`config.mk`:
```
export PLATFORM = sky130hd
export DESIGN_NAME = serial_baud_clock_gen
export DESIGN_NICKNAME = d
export VERILOG_FILES = /design/src/hdl/baud_clock_pkg.sv /design/src/hdl/serial_baud_clock_gen.sv /design/src/hdl/serial_prescaler.sv /design/src/hdl/baud_divider.sv
export SDC_FILE = /design/constraint.sdc
export NUM_CORES = 1
export LEC_CHECK = 0
export ABC_AREA = 0
export BUFFER_PORTS_ARGS = -buffer_cell sky130_fd_sc_hd__buf_2
export CAP_MARGIN = 10
export CORE_MARGIN = 2
export CORE_UTILIZATION = 53
export CTS_BUF_LIST = sky130_fd_sc_hd__clkbuf_8
export DETAILED_ROUTE_END_ITERATION = 12
export PLACE_DENSITY = 0.85
export SLEW_MARGIN = 10
export SYNTH_ARGS = -nofsm -noshare
export SYNTH_HDL_FRONTEND = slang
export SYNTH_SLANG_ARGS = --single-unit
export TNS_END_PERCENT = 10
```
`constraint.sdc`:
```
create_clock -name core_clk -period 2.5 [get_ports core_clk]
set_input_delay 0.25 -clock core_clk [delete_from_list [all_inputs] [get_ports core_clk]]
set_output_delay 0.25 -clock core_clk [all_outputs]
set_load 0.02 [all_outputs]
```
`src/hdl/baud_clock_pkg.sv`:
```
// Constants shared by the serial transfer-clock generator
package baud_clock_pkg;
   // Serial modes
   localparam logic [1:0] MODE_SYNC = 2'h0;
   localparam logic [1:0] MODE_UART7 = 2'h1;
   localparam logic [1:0] MODE_UART8 = 2'h2;
   localparam logic [1:0] MODE_UART9 = 2'h3;
   // Basic clock sources in asynchronous modes
   localparam logic [1:0] SRC_BAUD_GEN = 2'h0;
   localparam logic [1:0] SRC_SYSCLK = 2'h1;
   localparam logic [1:0] SRC_TIMER = 2'h2;
   localparam logic [1:0] SRC_EXT_PIN = 2'h3;
   // Prescaler source select
   localparam logic [1:0] PRE_SRC_GEARED = 2'h0;
   localparam logic [1:0] PRE_SRC_FC16 = 2'h2;
   // Tap select
   localparam logic [1:0] TAP_BASE = 2'h0;
   // Prescaler geometry and divider end counts
   localparam int PRESCALER_BITS = 6;
   localparam logic [1:0] PRE_INPUT_DIV = 2'h3;
   localparam logic [3:0] FC16_DIV = 4'hF;
   localparam logic [2:0] GEAR_MAX = 3'h4;
   localparam logic [3:0] OVERSAMPLE_LAST = 4'hF;
   localparam logic [3:0] FRACTION_STEPS = 4'hF;
   localparam logic [2:0] TIMER_POST_DIV = 3'h7;
endpackage : baud_clock_pkg

```
`src/hdl/serial_baud_clock_gen.sv`:
```
// Serial transfer-clock generator: prescaler, baud divider, basic clock selection
// Contract
// RULE1: Geared source divided by four feeds six-bit prescaler as lowest tap.
// RULE2: Prescaler runs only while baud generator is the serial clock source.
// RULE3: Lowest tap is fc/4 at gear 0; gear halves; taps /4, /16, /64.
// RULE4: Software avoids lowest tap when prescaler source is fc/16 clock.
// RULE5: Two-bit input select picks one of four prescaler taps.
// RULE6: Fraction disabled: divide by integer N, fraction field ignored.
// RULE7: Divisor value zero divides by sixteen.
// RULE8: Fraction enabled: divide by N plus (16-K)/16. The code divides by N alone when K is 0.
// RULE9: Software clears fraction enable for N of 1 or 16.
// RULE10: Software clears fraction enable in synchronous shift mode.
// RULE11: Async rate is generator output over 16; sync rate over 2.
// RULE12: External clock: async rate over 16; sync rate equals external clock.
// RULE13: Timer match source gives async basic clock over 8; never sync.
// RULE14: Sync with clock output: generator output halved, driven on clock pin.
// RULE15: Sync with clock input: selected edge of pin forms basic clock.
// RULE16: Mode 0 synchronous; modes 1-3 asynchronous 7, 8, 9 bit.
// RULE17: Parity available in modes 1 and 2; mode 3 offers wake-up.
// RULE18: Channel has transmit, receive and shared clear-to-send/clock pins.
// RULE19: Async two-bit source field picks generator, sysclk, timer or pin.
`timescale 1ns/1ps
module serial_baud_clock_gen (
   // Clock and reset
   input wire logic core_clk,
   input wire logic sys_rst,
   // Configuration
   input wire logic [1:0] serial_mode,
   input wire logic [1:0] serial_clock_source,
   input wire logic [1:0] prescaler_source_sel,
   input wire logic [2:0] clock_gear_sel,
   input wire logic [1:0] baud_input_select,
   input wire logic fraction_add_enable,
   input wire logic [3:0] integer_divisor,
   input wire logic [3:0] fraction_k,
   input wire logic sclk_direction,
   input wire logic sclk_edge_select,
   input wire logic clear_to_send_enable,
   // Timer match pulse from timer zero
   input wire logic timer_match,
   // Shared clear-to-send / serial clock pin
   input wire logic serial_clock_pin_in,
   output logic serial_clock_pin_out,
   output logic serial_clock_pin_oe,
   // Basic clock, bit timing and clear-to-send status
   output logic basic_clk_pulse,
   output logic bit_clk_pulse,
   output logic clear_to_send_ok,
   // Mode capabilities
   output logic parity_allowed,
   output logic wakeup_allowed,
   output logic sync_mode
);
   logic is_sync, prescaler_run;
   logic [3:0] tap_pulse;
   logic pre_pulse;
   logic tap_sel_pulse;
   logic gen_pulse;
   // Three-stage pin synchroniser
   logic [2:0] pin_sync, next_pin_sync;
   logic pin_level, next_pin_level;
   logic pin_rise, pin_fall;
   // Timer match /8 and basic clock state
   logic [2:0] timer_cnt, next_timer_cnt;
   logic timer_base;
   logic sclk_half, next_sclk_half;
   logic basic, next_basic;
   logic [3:0] over_cnt, next_over_cnt;
   logic bit_pulse, next_bit_pulse;
   logic sclk_out, next_sclk_out;
   logic sclk_oe, next_sclk_oe;
   logic cts_ok, next_cts_ok;
   logic parity_ok, next_parity_ok;
   logic wake_ok, next_wake_ok;
   logic sync_q, next_sync_q;

   assign is_sync = (serial_mode == baud_clock_pkg::MODE_SYNC); // RULE16
   // Sync mode with clock input does not use the generator
   assign prescaler_run = is_sync ? !sclk_direction
      : (serial_clock_source == baud_clock_pkg::SRC_BAUD_GEN); // RULE2

   serial_prescaler #(
      .WIDTH(baud_clock_pkg::PRESCALER_BITS)
   ) u_prescaler (
      .core_clk(core_clk),
      .sys_rst(sys_rst),
      .run(prescaler_run),
      .prescaler_source_sel(prescaler_source_sel),
      .clock_gear_sel(clock_gear_sel),
      .tap_pulse(tap_pulse),
      .pre_pulse(pre_pulse)
   );

   // Lowest tap under fc/16 source is left to software to avoid
   assign tap_sel_pulse = tap_pulse[baud_input_select]; // RULE5 RULE4

   baud_divider #(
      .DIV_BITS(4)
   ) u_divider (
      .core_clk(core_clk),
      .sys_rst(sys_rst),
      .in_pulse(tap_sel_pulse),
      .fraction_add_enable(fraction_add_enable && !is_sync), // RULE10
      .integer_divisor(integer_divisor),
      .fraction_k(fraction_k),
      .out_pulse(gen_pulse)
   );

   always_comb begin
      next_pin_sync = {pin_sync[1:0], serial_clock_pin_in};
      // Change counts only once stages two and three agree
      next_pin_level = (pin_sync[2] == pin_sync[1]) ? pin_sync[2] : pin_level;
   end
   assign pin_rise = (pin_sync[2] == pin_sync[1]) && pin_sync[2] && !pin_level;
   assign pin_fall = (pin_sync[2] == pin_sync[1]) && !pin_sync[2] && pin_level;

   always_comb begin
      // Timer match divided by 8 forms the async basic clock
      timer_base = timer_match && (timer_cnt == baud_clock_pkg::TIMER_POST_DIV); // RULE13
      next_timer_cnt = timer_match ? timer_cnt + 3'h1 : timer_cnt;
      next_sclk_half = sclk_half;
      next_sclk_out = sclk_out;
      next_basic = 1'b0;
      next_sclk_oe = 1'b0;
      if (is_sync) begin
         next_timer_cnt = 3'h0; // RULE13
         if (!sclk_direction) begin
            next_sclk_oe = 1'b1; // RULE14
            if (gen_pulse) begin
               next_sclk_half = !sclk_half;
               next_sclk_out = !sclk_out;
               next_basic = sclk_half; // RULE14 RULE11
            end
         end else begin
            next_sclk_out = 1'b1;
            next_basic = sclk_edge_select ? pin_fall : pin_rise; // RULE15 RULE12
         end
      end else begin
         next_sclk_half = 1'b0;
         next_sclk_out = 1'b1;
         case (serial_clock_source) // RULE19
            baud_clock_pkg::SRC_BAUD_GEN: next_basic = gen_pulse;
            baud_clock_pkg::SRC_SYSCLK: next_basic = 1'b1;
            baud_clock_pkg::SRC_TIMER: next_basic = timer_base;
            baud_clock_pkg::SRC_EXT_PIN: next_basic = pin_rise;
            default: next_basic = 1'b0;
         endcase
      end
      // Bit pulse: every 16 basic clocks async, every basic clock sync
      next_over_cnt = over_cnt;
      next_bit_pulse = 1'b0;
      if (is_sync) begin
         next_over_cnt = 4'h0;
         next_bit_pulse = next_basic; // RULE12
      end else if (next_basic) begin
         next_over_cnt = over_cnt + 4'h1;
         next_bit_pulse = (over_cnt == baud_clock_pkg::OVERSAMPLE_LAST); // RULE11
      end
      // Shared pin serves clear-to-send in every mode, even while it carries a serial clock
      next_cts_ok = !clear_to_send_enable || !pin_level; // RULE18
      next_parity_ok = (serial_mode == baud_clock_pkg::MODE_UART7)
         || (serial_mode == baud_clock_pkg::MODE_UART8); // RULE17
      next_wake_ok = (serial_mode == baud_clock_pkg::MODE_UART9); // RULE17
      next_sync_q = is_sync; // RULE16
   end

   always_ff @(posedge core_clk) begin
      if (sys_rst) begin
         pin_sync <= 3'h7;
         pin_level <= 1'b1;
         timer_cnt <= 3'h0;
         sclk_half <= 1'b0;
         sclk_out <= 1'b1;
         sclk_oe <= 1'b0;
         basic <= 1'b0;
         over_cnt <= 4'h0;
         bit_pulse <= 1'b0;
         cts_ok <= 1'b0;
         parity_ok <= 1'b0;
         wake_ok <= 1'b0;
         sync_q <= 1'b0;
      end else begin
         pin_sync <= next_pin_sync;
         pin_level <= next_pin_level;
         timer_cnt <= next_timer_cnt;
         sclk_half <= next_sclk_half;
         sclk_out <= next_sclk_out;
         sclk_oe <= next_sclk_oe;
         basic <= next_basic;
         over_cnt <= next_over_cnt;
         bit_pulse <= next_bit_pulse;
         cts_ok <= next_cts_ok;
         parity_ok <= next_parity_ok;
         wake_ok <= next_wake_ok;
         sync_q <= next_sync_q;
      end
   end

   assign serial_clock_pin_out = sclk_out;
   assign serial_clock_pin_oe = sclk_oe;
   assign basic_clk_pulse = basic;
   assign bit_clk_pulse = bit_pulse;
   assign clear_to_send_ok = cts_ok;
   assign parity_allowed = parity_ok;
   assign wakeup_allowed = wake_ok;
   assign sync_mode = sync_q;

   // Checks
   sync_pin_drive_a: assert property (@(posedge core_clk) disable iff (sys_rst) // RULE14
      is_sync && !sclk_direction |=> serial_clock_pin_oe)
      else $error("clock pin not driven in sync output mode");
   pin_released_a: assert property (@(posedge core_clk) disable iff (sys_rst) // RULE15
      (is_sync && sclk_direction) || !is_sync |=> !serial_clock_pin_oe)
      else $error("clock pin driven while not in output mode");
   prescaler_idle_a: assert property (@(posedge core_clk) disable iff (sys_rst) // RULE2
      !prescaler_run |-> tap_pulse == 4'h0)
      else $error("prescaler ran while not selected");
   timer_sync_a: assert property (@(posedge core_clk) disable iff (sys_rst) // RULE13
      is_sync && sclk_direction && !pin_rise && !pin_fall |=> !basic_clk_pulse)
      else $error("sync basic clock without pin edge");
   taps_nested_a: assert property (@(posedge core_clk) disable iff (sys_rst) // RULE3
      tap_pulse[3] |-> tap_pulse[2] && tap_pulse[1] && tap_pulse[0])
      else $error("upper tap fired without lower taps");
   tap_quarter_a: assert property (@(posedge core_clk) disable iff (sys_rst) // RULE1
      tap_pulse[0] |-> pre_pulse)
      else $error("base tap without source pulse");
   mode_caps_a: assert property (@(posedge core_clk) disable iff (sys_rst) // RULE17
      serial_mode == baud_clock_pkg::MODE_UART9 && $stable(serial_mode)
      |=> wakeup_allowed && !parity_allowed)
      else $error("mode three capabilities wrong");
   async_bit_a: assert property (@(posedge core_clk) disable iff (sys_rst) // RULE11
      !is_sync && $stable(serial_mode) && bit_clk_pulse |-> basic_clk_pulse)
      else $error("bit pulse without basic clock");
   sync_out_rate_a: assert property (@(posedge core_clk) disable iff (sys_rst) // RULE14
      is_sync && !sclk_direction && gen_pulse && !sclk_half |=> !basic_clk_pulse)
      else $error("basic clock not halved");
   sysclk_src_a: assert property (@(posedge core_clk) disable iff (sys_rst) // RULE19
      !is_sync && serial_clock_source == baud_clock_pkg::SRC_SYSCLK |=> basic_clk_pulse)
      else $error("system clock source not selected");

   // Generator and source selection
   gen_on_tap_a: assert property (@(posedge core_clk) disable iff (sys_rst) // RULE6
      gen_pulse |-> tap_sel_pulse)
      else $error("generator pulse without input tap");
   gen_idle_a: assert property (@(posedge core_clk) disable iff (sys_rst) // RULE2
      !prescaler_run |-> !gen_pulse)
      else $error("generator ran with prescaler stopped");
   gen_src_a: assert property (@(posedge core_clk) disable iff (sys_rst) // RULE19
      !is_sync && serial_clock_source == baud_clock_pkg::SRC_BAUD_GEN
      |=> basic_clk_pulse == $past(gen_pulse))
      else $error("basic clock does not follow generator");
   timer_src_a: assert property (@(posedge core_clk) disable iff (sys_rst) // RULE13
      !is_sync && serial_clock_source == baud_clock_pkg::SRC_TIMER
      |=> basic_clk_pulse == $past(timer_base))
      else $error("basic clock does not follow timer eighth");
   timer_hold_a: assert property (@(posedge core_clk) disable iff (sys_rst) // RULE13
      is_sync |=> timer_cnt == 3'h0)
      else $error("timer divider ran in shift mode");
   ext_src_a: assert property (@(posedge core_clk) disable iff (sys_rst) // RULE12
      !is_sync && serial_clock_source == baud_clock_pkg::SRC_EXT_PIN
      |=> basic_clk_pulse == $past(pin_rise))
      else $error("basic clock does not follow pin rise");

   // Shift clock input and output
   sync_rise_a: assert property (@(posedge core_clk) disable iff (sys_rst) // RULE15
      is_sync && sclk_direction && !sclk_edge_select |=> basic_clk_pulse == $past(pin_rise))
      else $error("rising pin edge not used");
   sync_fall_a: assert property (@(posedge core_clk) disable iff (sys_rst) // RULE15
      is_sync && sclk_direction && sclk_edge_select |=> basic_clk_pulse == $past(pin_fall))
      else $error("falling pin edge not used");
   pin_edge_once_a: assert property (@(posedge core_clk) disable iff (sys_rst) // RULE15
      pin_rise || pin_fall |=> !pin_rise && !pin_fall)
      else $error("pin edge reported twice");
   sclk_toggle_a: assert property (@(posedge core_clk) disable iff (sys_rst) // RULE14
      is_sync && !sclk_direction && gen_pulse
      |=> serial_clock_pin_out != $past(serial_clock_pin_out))
      else $error("shift clock missed a generator pulse");
   sclk_hold_a: assert property (@(posedge core_clk) disable iff (sys_rst) // RULE14
      is_sync && !sclk_direction && !gen_pulse |=> $stable(serial_clock_pin_out))
      else $error("shift clock moved without generator pulse");
   sclk_idle_a: assert property (@(posedge core_clk) disable iff (sys_rst) // RULE14
      !is_sync |=> serial_clock_pin_out)
      else $error("shift clock not idle high");

   // Bit timing, handshake pin and mode flags
   sync_bit_a: assert property (@(posedge core_clk) disable iff (sys_rst) // RULE12
      is_sync |=> bit_clk_pulse == basic_clk_pulse)
      else $error("shift bit pulse differs from basic clock");
   async_last_a: assert property (@(posedge core_clk) disable iff (sys_rst) // RULE11
      !is_sync && next_basic && over_cnt == baud_clock_pkg::OVERSAMPLE_LAST |=> bit_clk_pulse)
      else $error("sixteenth basic clock gave no bit pulse");
   async_gap_a: assert property (@(posedge core_clk) disable iff (sys_rst) // RULE11
      !is_sync && !next_basic |=> !bit_clk_pulse)
      else $error("async bit pulse between basic clocks");
   cts_block_a: assert property (@(posedge core_clk) disable iff (sys_rst) // RULE18
      clear_to_send_enable && pin_level |=> !clear_to_send_ok)
      else $error("send allowed while pin high");
   cts_free_a: assert property (@(posedge core_clk) disable iff (sys_rst) // RULE18
      !clear_to_send_enable |=> clear_to_send_ok)
      else $error("send blocked with handshake off");
   sync_flag_a: assert property (@(posedge core_clk) disable iff (sys_rst) // RULE16
      1'b1 |=> sync_mode == $past(is_sync))
      else $error("sync mode flag wrong");
   parity_caps_a: assert property (@(posedge core_clk) disable iff (sys_rst) // RULE17
      serial_mode == baud_clock_pkg::MODE_UART7 || serial_mode == baud_clock_pkg::MODE_UART8
      |=> parity_allowed && !wakeup_allowed)
      else $error("parity mode capabilities wrong");
endmodule : serial_baud_clock_gen

```
`src/hdl/serial_prescaler.sv`:
```
// Geared quarter divider and six-bit tap prescaler
`timescale 1ns/1ps
module serial_prescaler #(
   parameter int WIDTH = 6
) (
   // Clock and reset
   input wire logic core_clk,
   input wire logic sys_rst,
   // Control
   input wire logic run,
   input wire logic [1:0] prescaler_source_sel,
   input wire logic [2:0] clock_gear_sel,
   // Tap pulses: base, div4, div16, div64
   output logic [3:0] tap_pulse,
   output logic pre_pulse
);
   if (WIDTH != 6) begin : g_width_check
      $error("prescaler width must be 6");
   end
   logic [3:0] gear_cnt, next_gear_cnt;
   logic [1:0] quarter_cnt, next_quarter_cnt;
   logic [WIDTH-1:0] pre_cnt, next_pre_cnt;
   logic src_pulse, base_pulse;
   logic [3:0] gear_last;
   always_comb begin
      // Gear steps beyond the top step saturate
      if (prescaler_source_sel == baud_clock_pkg::PRE_SRC_FC16) begin
         gear_last = baud_clock_pkg::FC16_DIV;
      end else if (clock_gear_sel > baud_clock_pkg::GEAR_MAX) begin
         gear_last = baud_clock_pkg::FC16_DIV;
      end else begin
         gear_last = 4'((5'h01 << clock_gear_sel) - 5'h01); // RULE3
      end
      src_pulse = (gear_cnt >= gear_last);
      base_pulse = src_pulse && (quarter_cnt == baud_clock_pkg::PRE_INPUT_DIV); // RULE1
      next_gear_cnt = src_pulse ? 4'h0 : gear_cnt + 4'h1;
      next_quarter_cnt = src_pulse ? quarter_cnt + 2'h1 : quarter_cnt;
      next_pre_cnt = base_pulse ? pre_cnt + 6'h01 : pre_cnt;
      if (!run) begin // RULE2
         next_gear_cnt = 4'h0;
         next_quarter_cnt = 2'h0;
         next_pre_cnt = '0;
      end
   end
   always_ff @(posedge core_clk) begin
      if (sys_rst) begin
         gear_cnt <= 4'h0;
         quarter_cnt <= 2'h0;
         pre_cnt <= '0;
      end else begin
         gear_cnt <= next_gear_cnt;
         quarter_cnt <= next_quarter_cnt;
         pre_cnt <= next_pre_cnt;
      end
   end
   // Taps fire when the lower bits roll over: /1, /4, /16, /64
   always_comb begin
      tap_pulse[0] = run && base_pulse;
      tap_pulse[1] = run && base_pulse && (pre_cnt[1:0] == 2'h3);
      tap_pulse[2] = run && base_pulse && (pre_cnt[3:0] == 4'hF);
      tap_pulse[3] = run && base_pulse && (pre_cnt[5:0] == 6'h3F); // RULE3
      pre_pulse = run && src_pulse;
   end
endmodule : serial_prescaler

```
`src/hdl/baud_divider.sv`:
```
// Integer and N+(16-K)/16 fractional divider, fraction for K of 1 to 15
`timescale 1ns/1ps
module baud_divider #(
   parameter int DIV_BITS = 4
) (
   // Clock and reset
   input wire logic core_clk,
   input wire logic sys_rst,
   // Control
   input wire logic in_pulse,
   input wire logic fraction_add_enable,
   input wire logic [3:0] integer_divisor,
   input wire logic [3:0] fraction_k,
   // Divided output
   output logic out_pulse
);
   if (DIV_BITS != 4) begin : g_width_check
      $error("divisor width must be 4");
   end
   logic [4:0] cnt, next_cnt;
   logic [3:0] frac_acc, next_frac_acc;
   logic [4:0] n_eff;
   logic extra, next_extra;
   logic [4:0] frac_sum;
   always_comb begin
      n_eff = (integer_divisor == 4'h0) ? 5'h10 : {1'b0, integer_divisor}; // RULE7
      // Fraction accumulates 16-K per output; carry stretches one period
      frac_sum = {1'b0, frac_acc} + 5'h10 - {1'b0, fraction_k};
      next_cnt = cnt;
      next_frac_acc = frac_acc;
      next_extra = extra;
      out_pulse = 1'b0;
      if (in_pulse) begin
         if (cnt + 5'h01 >= n_eff + {4'h0, extra}) begin
            out_pulse = 1'b1;
            next_cnt = 5'h00;
            if (fraction_add_enable && fraction_k != 4'h0) begin // RULE8
               next_frac_acc = frac_sum[3:0];
               next_extra = frac_sum[4];
            end else begin // RULE6
               next_frac_acc = 4'h0;
               next_extra = 1'b0;
            end
         end else begin
            next_cnt = cnt + 5'h01;
         end
      end
   end
   always_ff @(posedge core_clk) begin
      if (sys_rst) begin
         cnt <= 5'h00;
         frac_acc <= 4'h0;
         extra <= 1'b0;
      end else begin
         cnt <= next_cnt;
         frac_acc <= next_frac_acc;
         extra <= next_extra;
      end
   end
endmodule : baud_divider

```
* Yosys cells after proc, flatten, opt, wreduce, memory -nomap -nowiden
Cells that the tools add are included.
Widths: inputs -> output; s select.
** Word-level totals
- Register bits :: 42
- Bits of input ports :: 27
- Output and inout bits :: 8
- Word-level logic and storage cells :: 102
** Cells by class
- Add/subtract/negate cells :: 10
- $lt $le $gt $ge :: 4
- Equality and inequality tests :: 14
- Shift operators :: 1
- Muxes and demuxes :: 19
- Bitwise logic cells :: 3
- Reduce and logical (&&, ||, !) cells :: 32
** Operators with widths (number)
- $eq 2x2->1 const B :: 7
- $logic_and 1x1->1 :: 12
- $mux 1 :: 12
- $mux 4 :: 3
- $mux 5 :: 2
- $add 4x1->4 const B :: 2
- $eq 4x4->1 const B :: 2
- $logic_not 1->1 :: 7
- $add 6x1->6 const B :: 1
- $eq 6x6->1 const B :: 1
- $reduce_or 2->1 :: 3
- $reduce_or 3->1 :: 2
- $add 4x5->5 const B :: 1
- $add 5x1->5 :: 1
- $add 5x1->5 const B :: 1
- $ge 5x5->1 :: 1
- $sub 5x4->5 :: 1
- $eq 2x1->1 const B :: 2
- $ge 4x4->1 :: 1
- $logic_not 2->1 :: 2
- $logic_not 4->1 :: 1
- $pmux 1 s4 :: 1
- $reduce_and 2->1 :: 2
- $reduce_bool 4->1 :: 1
- 11 further kinds :: 14

* Depth between registers and ports, before layout
- Depth after elaboration :: 16
- Mapped depth :: 15

* Modules after synthesis
A second synthesis with hierarchy kept.
** Second synthesis, totals
- Cells, all modules :: 272
- Area, all modules :: 2472.4 sq um
** Modules (own cells, without submodules)
- serial_baud_clock_gen :: instances 1, cells an instance 94, area each 898.4 sq um
- baud_divider :: instances 1, cells an instance 87, area each 803.3 sq um
- serial_prescaler :: instances 1, cells an instance 91, area each 770.7 sq um

* Least setup slack after synthesis
OpenSTA, ideal clock, no wires.
- Path kind :: input to register
- Start point :: in clock_gear_sel[2]
- End point :: reg u_divider.frac_acc[0]
- Setup time :: 128 ps
- Arrival :: 2466 ps
- Data required time :: 2372 ps
- Path slack :: -93 ps
- Stages on the path :: 14
- Path buffers :: 1
- Cells stage by stage :: or3_1 ha_1 nand3b_1 o21ai_0 mux2i_1 nor2_1 ha_1 o21ai_0 nand2b_1 nand3_1 buf_6 nor3_4 mux2i_1 nor2_1
** Between the ends
- Cells in the longest elaborated chain, start to end :: 11
- Elaborated cells on any way between the ends :: 14
- Those cells by class :: add/sub: 1; order compare: 2; shift: 1; mux: 4; reduce/logical: 6
** Ends and longest elaborated chain
- start, declared :: RTL line serial_baud_clock_gen.sv:31 : input wire logic [2:0] clock_gear_sel,
- $shl 1x3->4 :: RTL line serial_prescaler.sv:32 : gear_last = 4'((5'h01 << clock_gear_sel) - 5'h01);
- $sub 4x1->4 :: RTL line serial_prescaler.sv:32
- $mux 4 (*) :: RTL line serial_prescaler.sv:29 : end else if (clock_gear_sel > baud_clock_pkg::GEAR_MAX) begin
- $mux 4 (*) :: RTL line serial_prescaler.sv:27 : if (prescaler_source_sel == baud_clock_pkg::PRE_SRC_FC16) begin
- $ge 4x4->1 (*) :: RTL line serial_prescaler.sv:34 : src_pulse = (gear_cnt >= gear_last);
- $logic_and 1x1->1 (*) :: RTL line serial_prescaler.sv:35 : base_pulse = src_pulse && (quarter_cnt == baud_clock_pkg::PRE_INPUT_DIV);
- $logic_and 1x1->1 (*)
- $logic_and 1x1->1, on equally long branches :: RTL line serial_prescaler.sv:59, serial_prescaler.sv:60, serial_prescaler.sv:61
- $bmux 1 s2 (*) :: RTL line serial_baud_clock_gen.sv:95 : assign tap_sel_pulse = tap_pulse[baud_input_select];
- $mux 1 (not written as such) (*) :: RTL line serial_baud_clock_gen.sv:95
- $reduce_and 2->1 (no source line) (*)
- end signal, assigned :: RTL line baud_divider.sv:56 : frac_acc <= next_frac_acc;
- end, declared :: RTL line baud_divider.sv:21 : logic [3:0] frac_acc, next_frac_acc;
Mark *: on every way between the ends. The rest lies on a longest branch, timed or not. The select of a mux whose other input is x is not followed.
A chain may end at the register's enable or synchronous reset.

* Worst setup path in the final report
- Start point :: in clock_gear_sel[2]
- End point :: reg sclk_half
** Between the ends
- Cells in the longest elaborated chain, start to end :: 12
- Elaborated cells on any way between the ends :: 15
- Those cells by class :: add/sub: 1; order compare: 2; shift: 1; mux: 5; reduce/logical: 6
** Ends and longest elaborated chain
- $shl 1x3->4 :: RTL line serial_prescaler.sv:32
- $sub 4x1->4 :: RTL line serial_prescaler.sv:32
- $mux 4 (*) :: RTL line serial_prescaler.sv:29
- $mux 4 (*) :: RTL line serial_prescaler.sv:27
- $ge 4x4->1 (*) :: RTL line serial_prescaler.sv:34
- $logic_and 1x1->1 (*) :: RTL line serial_prescaler.sv:35
- $logic_and 1x1->1 (*)
- $logic_and 1x1->1, on equally long branches :: RTL line serial_prescaler.sv:59, serial_prescaler.sv:60, serial_prescaler.sv:61
- $bmux 1 s2 (*) :: RTL line serial_baud_clock_gen.sv:95
- $mux 1 (not written as such) (*) :: RTL line serial_baud_clock_gen.sv:95
- $mux 1 (*) :: RTL line baud_divider.sv:33 : if (in_pulse) begin
- $reduce_and 2->1 (no source line) (*)
- end signal, assigned :: RTL line serial_baud_clock_gen.sv:186 : sclk_half <= next_sclk_half;
- end, declared :: RTL line serial_baud_clock_gen.sv:66 : logic sclk_half, next_sclk_half;
Marked as above.

==> flow_summary_export.csv <==
group,metric,value,unit
outcome,outcome,"complete, no violations",
sta,timing.slew.headroom,70.5,%
clock_tree,cts-root-buf,"clkbuf_8",
detailed_routing,antenna_left,0,
logic_synthesis,synth_seq_cells,42,
detailed_routing,wire_per_inst,12.2,um
clock_tree,cts_buffers,5,
place,place_congestion,0.875,
clock_tree,clkSinkCount,42,
critical_path,cp-start-kind,"input port",
pwr,switching_share,24.8,%
logic_synthesis,synthCells,266,
logic_synthesis,yosysTopAreaCellShare,35.5,%
clock_tree,clk_path_buf_depth,2,
sta,hold_ws,0.130,ns
logic_synthesis,synth_cell_types,50,
floorplanning,core-area,4320,um2
sta,drv_slew,0,
critical_path,end_kind,"flop",
logic_synthesis,netlist.top_cell.by_area,"dfxtp_1",
global_routing,track_usage,18.4,%
global_routing,grt_pass1_wl,7.47,mm
layout,fin_nets,366,
place,place_area,2660,um2
pwr,internal_power,931,uW
pwr,power_leakage,0.00125,uW
detailed_routing,first_pass_iters,4,
place,port_buffers,34,
clock_tree,clock_latency,0.29,ns
logic_synthesis,synthTopCellsByCount,"42 x dfxtp_1, 32 x nor2_1, 27 x ha_1, 17 x nand2_1, 15 x inv_1",
sta,layout_min_cycle_time,2.45,ns
pwr,p_seq_share,55.6,%
logic_synthesis,ys_warn_count,0,
critical_path,cp_data_arrival_time,2.62,ns
floorplanning,die_area,5010,um2
logic_synthesis,synthFlopType,"dfxtp_1",
logic_synthesis,synth-edff-count,0,
place,placed_cells,356,
pwr,clockPowerShare,32.2,%
logic_synthesis,syn_area,2370,um2
global_routing,grt_pass1_vias,1835,
floorplanning,die_w,70.8,um
layout,drive_gt1_share,23.8,%
pwr,p_comb_share,12.2,%
pwr,p_sw,306,uW
detailed_routing,wirelength,4.41,mm
pwr,pwr_density_cell,444,nW/um2
sta,hold_violations,0,
logic_synthesis,synthArstFlopShare,0,%
floorplanning,die_height,70.8,um
logic_synthesis,synth.area.top_cells,"dfxtp_1 36%, ha_1 14%, nor2_1 5.1%",
critical_path,crit_required,2.67,ns
logic_synthesis,syn_area_per_cell,8.89,um2
clock_tree,cts_tree,"yes",
logic_synthesis,seq_area_frac_synth,35.5,%
global_routing,grt_max_degree,24,
critical_path,crit_type,"input port to flop",
clock_tree,cts.clk_slew.worst_paths,0.07,ns
pwr,worst_ir_drop_vdd,0.380,mV
sta,worstMarginPinSlew,0.443,ns
detailed_routing,drt_iter0_drc,43,
pwr,p_total,1240,uW
place,hpwl,3.31,mm
layout,final_cells,363,
detailed_routing,vias_per_cell,5.38,
global_routing,overflow,0,
floorplanning,rows,24,
detailed_routing,drc_errors,0,
sta,fin_crit_sh,98.0,%
floorplanning,start_util,54.7,%
clock_tree,cts.htree.levels,2,
layout,syn_to_final_growth,17.8,%
critical_path,cp_max_fo,7,
clock_tree,postCtsSetupBuffers,0,
sta,timing.fmax,0.408,GHz
layout,final_cell_area,2790,um2
logic_synthesis,synth.net_count,321,
detailed_routing,vias,1953,
layout,diodes,0,
hold_path,hold_path.class,"input port to flop",
sta,grt_setup_unrepaired,"true",
sta,setup-violations-final,0,
floorplanning,ioPinCount,35,
global_routing,antenna_found_initial,0,
job,drv_cap,0,
layout,finalCoreUtilization,64.4,%
sta,finalClockSkew,0.00373,ns
logic_synthesis,synth.most_common_cell,"dfxtp_1",
state kept, by name, indices dropped and copies added (netlist names):
| register | cells |
|---|---|
| sclk_half | 1 |
| u_prescaler.quarter_cnt | 2 |
| parity_allowed | 1 |
| pin_level | 1 |
| over_cnt | 4 |
| timer_cnt | 3 |
| u_prescaler.gear_cnt | 4 |
| wakeup_allowed | 1 |
| u_divider.cnt | 5 |
| u_divider.extra | 1 |
| u_divider.frac_acc | 4 |
| u_prescaler.pre_cnt | 6 |
| serial_clock_pin_oe | 1 |
| clear_to_send_ok | 1 |
| bit_clk_pulse | 1 |
| serial_clock_pin_out | 1 |
| pin_sync | 3 |
| basic_clk_pulse | 1 |
| sync_mode | 1 |
worst max-delay path: stages:
cell	delay, ns
buf_2	0.10
or3_1	0.39
ha_2	0.20
nand3b_1	0.08
o21ai_0	0.07
mux2i_1	0.12
nor2_1	0.05
ha_1	0.26
o21ai_0	0.07
nand2b_1	0.15
nand3_4	0.15
buf_6	0.16
nor4_2	0.32
xnor2_1	0.19
nor3_2	0.05
power groups by stage:
stage / registers, uW / logic, uW / clock network (uW)
floorplan: 709 / 82.8 / 0
global placement: 703 / 143 / 0
detailed placement: 704 / 148 / 0
CTS: 688 / 149 / 407
global route: 690 / 169 / 433
finish: 688 / 151 / 399
per-layer routing:
layer / routed length (um) / global-route usage [%] / up-vias
li1: - / - / 1023
met1: 1920 / 21.4 / 905
met2: 2310 / 32.0 / 19
met3: 123 / 4.84 / 6
met4: 60 / 7.55 / 0
met5: 0 / 0 / -
placed cells by master, fill, tap and decap left out, types with 2 or more instances in the layout:
master	n
and3_1	3
or3_1	3
buf_2	34
ha_1	25
nor3b_1	3
nor3_4	2
nor2_1	31
dfxtp_1	42
a21oi_1	14
nand3_1	13
nor3_1	4
inv_1	17
nor3_2	2
o211ai_1	3
o21ai_0	9
nor4_1	2
xnor2_1	13
nor2b_1	5
nand2b_1	3
nand2_1	17
buf_6	3
ha_2	2
a31oi_1	3
mux2i_1	7
nor4_4	2
and3_2	2
xor2_1	4
clkbuf_8	5
buf_4	8
or2_2	5
per-stage QoR:
step	setup TNS, ns	worst slack (ns)
after floorplan	0	0.00360
after global placement	-2.83	-0.206
after detailed placement	-4.33	-0.303
after CTS	0	0.000261
after global routing	-0.128	-0.0900
final	0	0.0493
path summary, 6_finish.rpt:
check | slack, ns | endpoint | start | cells past startpoint
setup / recovery | 0.05 | sclk_half | clock_gear_sel[2] | 15
hold / removal | 0.13 | clear_to_send_ok | clear_to_send_enable | 2
setup reg to reg | 0.18 | over_cnt[0] | u_divider.extra | 11
hold reg to reg | 0.42 | pin_sync[1] | pin_sync[0] | 1
final cells by class:
class / instances / area, um2
Fill cell: 354 / 1540
Multi-Input combinational cell: 202 / 1480
Sequential cell: 42 / 841
Timing Repair Buffer: 45 / 264
Clock buffer: 5 / 68.8
Tap cell: 52 / 65.1
Inverter: 15 / 56.3
Clock inverter: 2 / 7.51
kinds of logic (layout without fill, tap and decap cells):
family | count (synthesis) | count (layout) | share of synthesized area (%)
muxes | 7 | 7 | 2.96
AOI/OAI and AO/OA | 43 | 43 | 12.0
xor gates and xnor gates | 17 | 17 | 6.29
DFF | 42 | 42 | 35.5
and+or+nand+nor | 107 | 107 | 24.3
buffers and inverters | 22 | 67 | 3.81
adders and majority gates | 28 | 28 | 15.1
timing repair:
action | 4_1_cts | 5_1_grt
resized for setup | 0 | 11
hold buffers | 0 | 0
setup endpoints to repair | 0 | 19
Note: power is estimated with default switching activity, not from simulation.
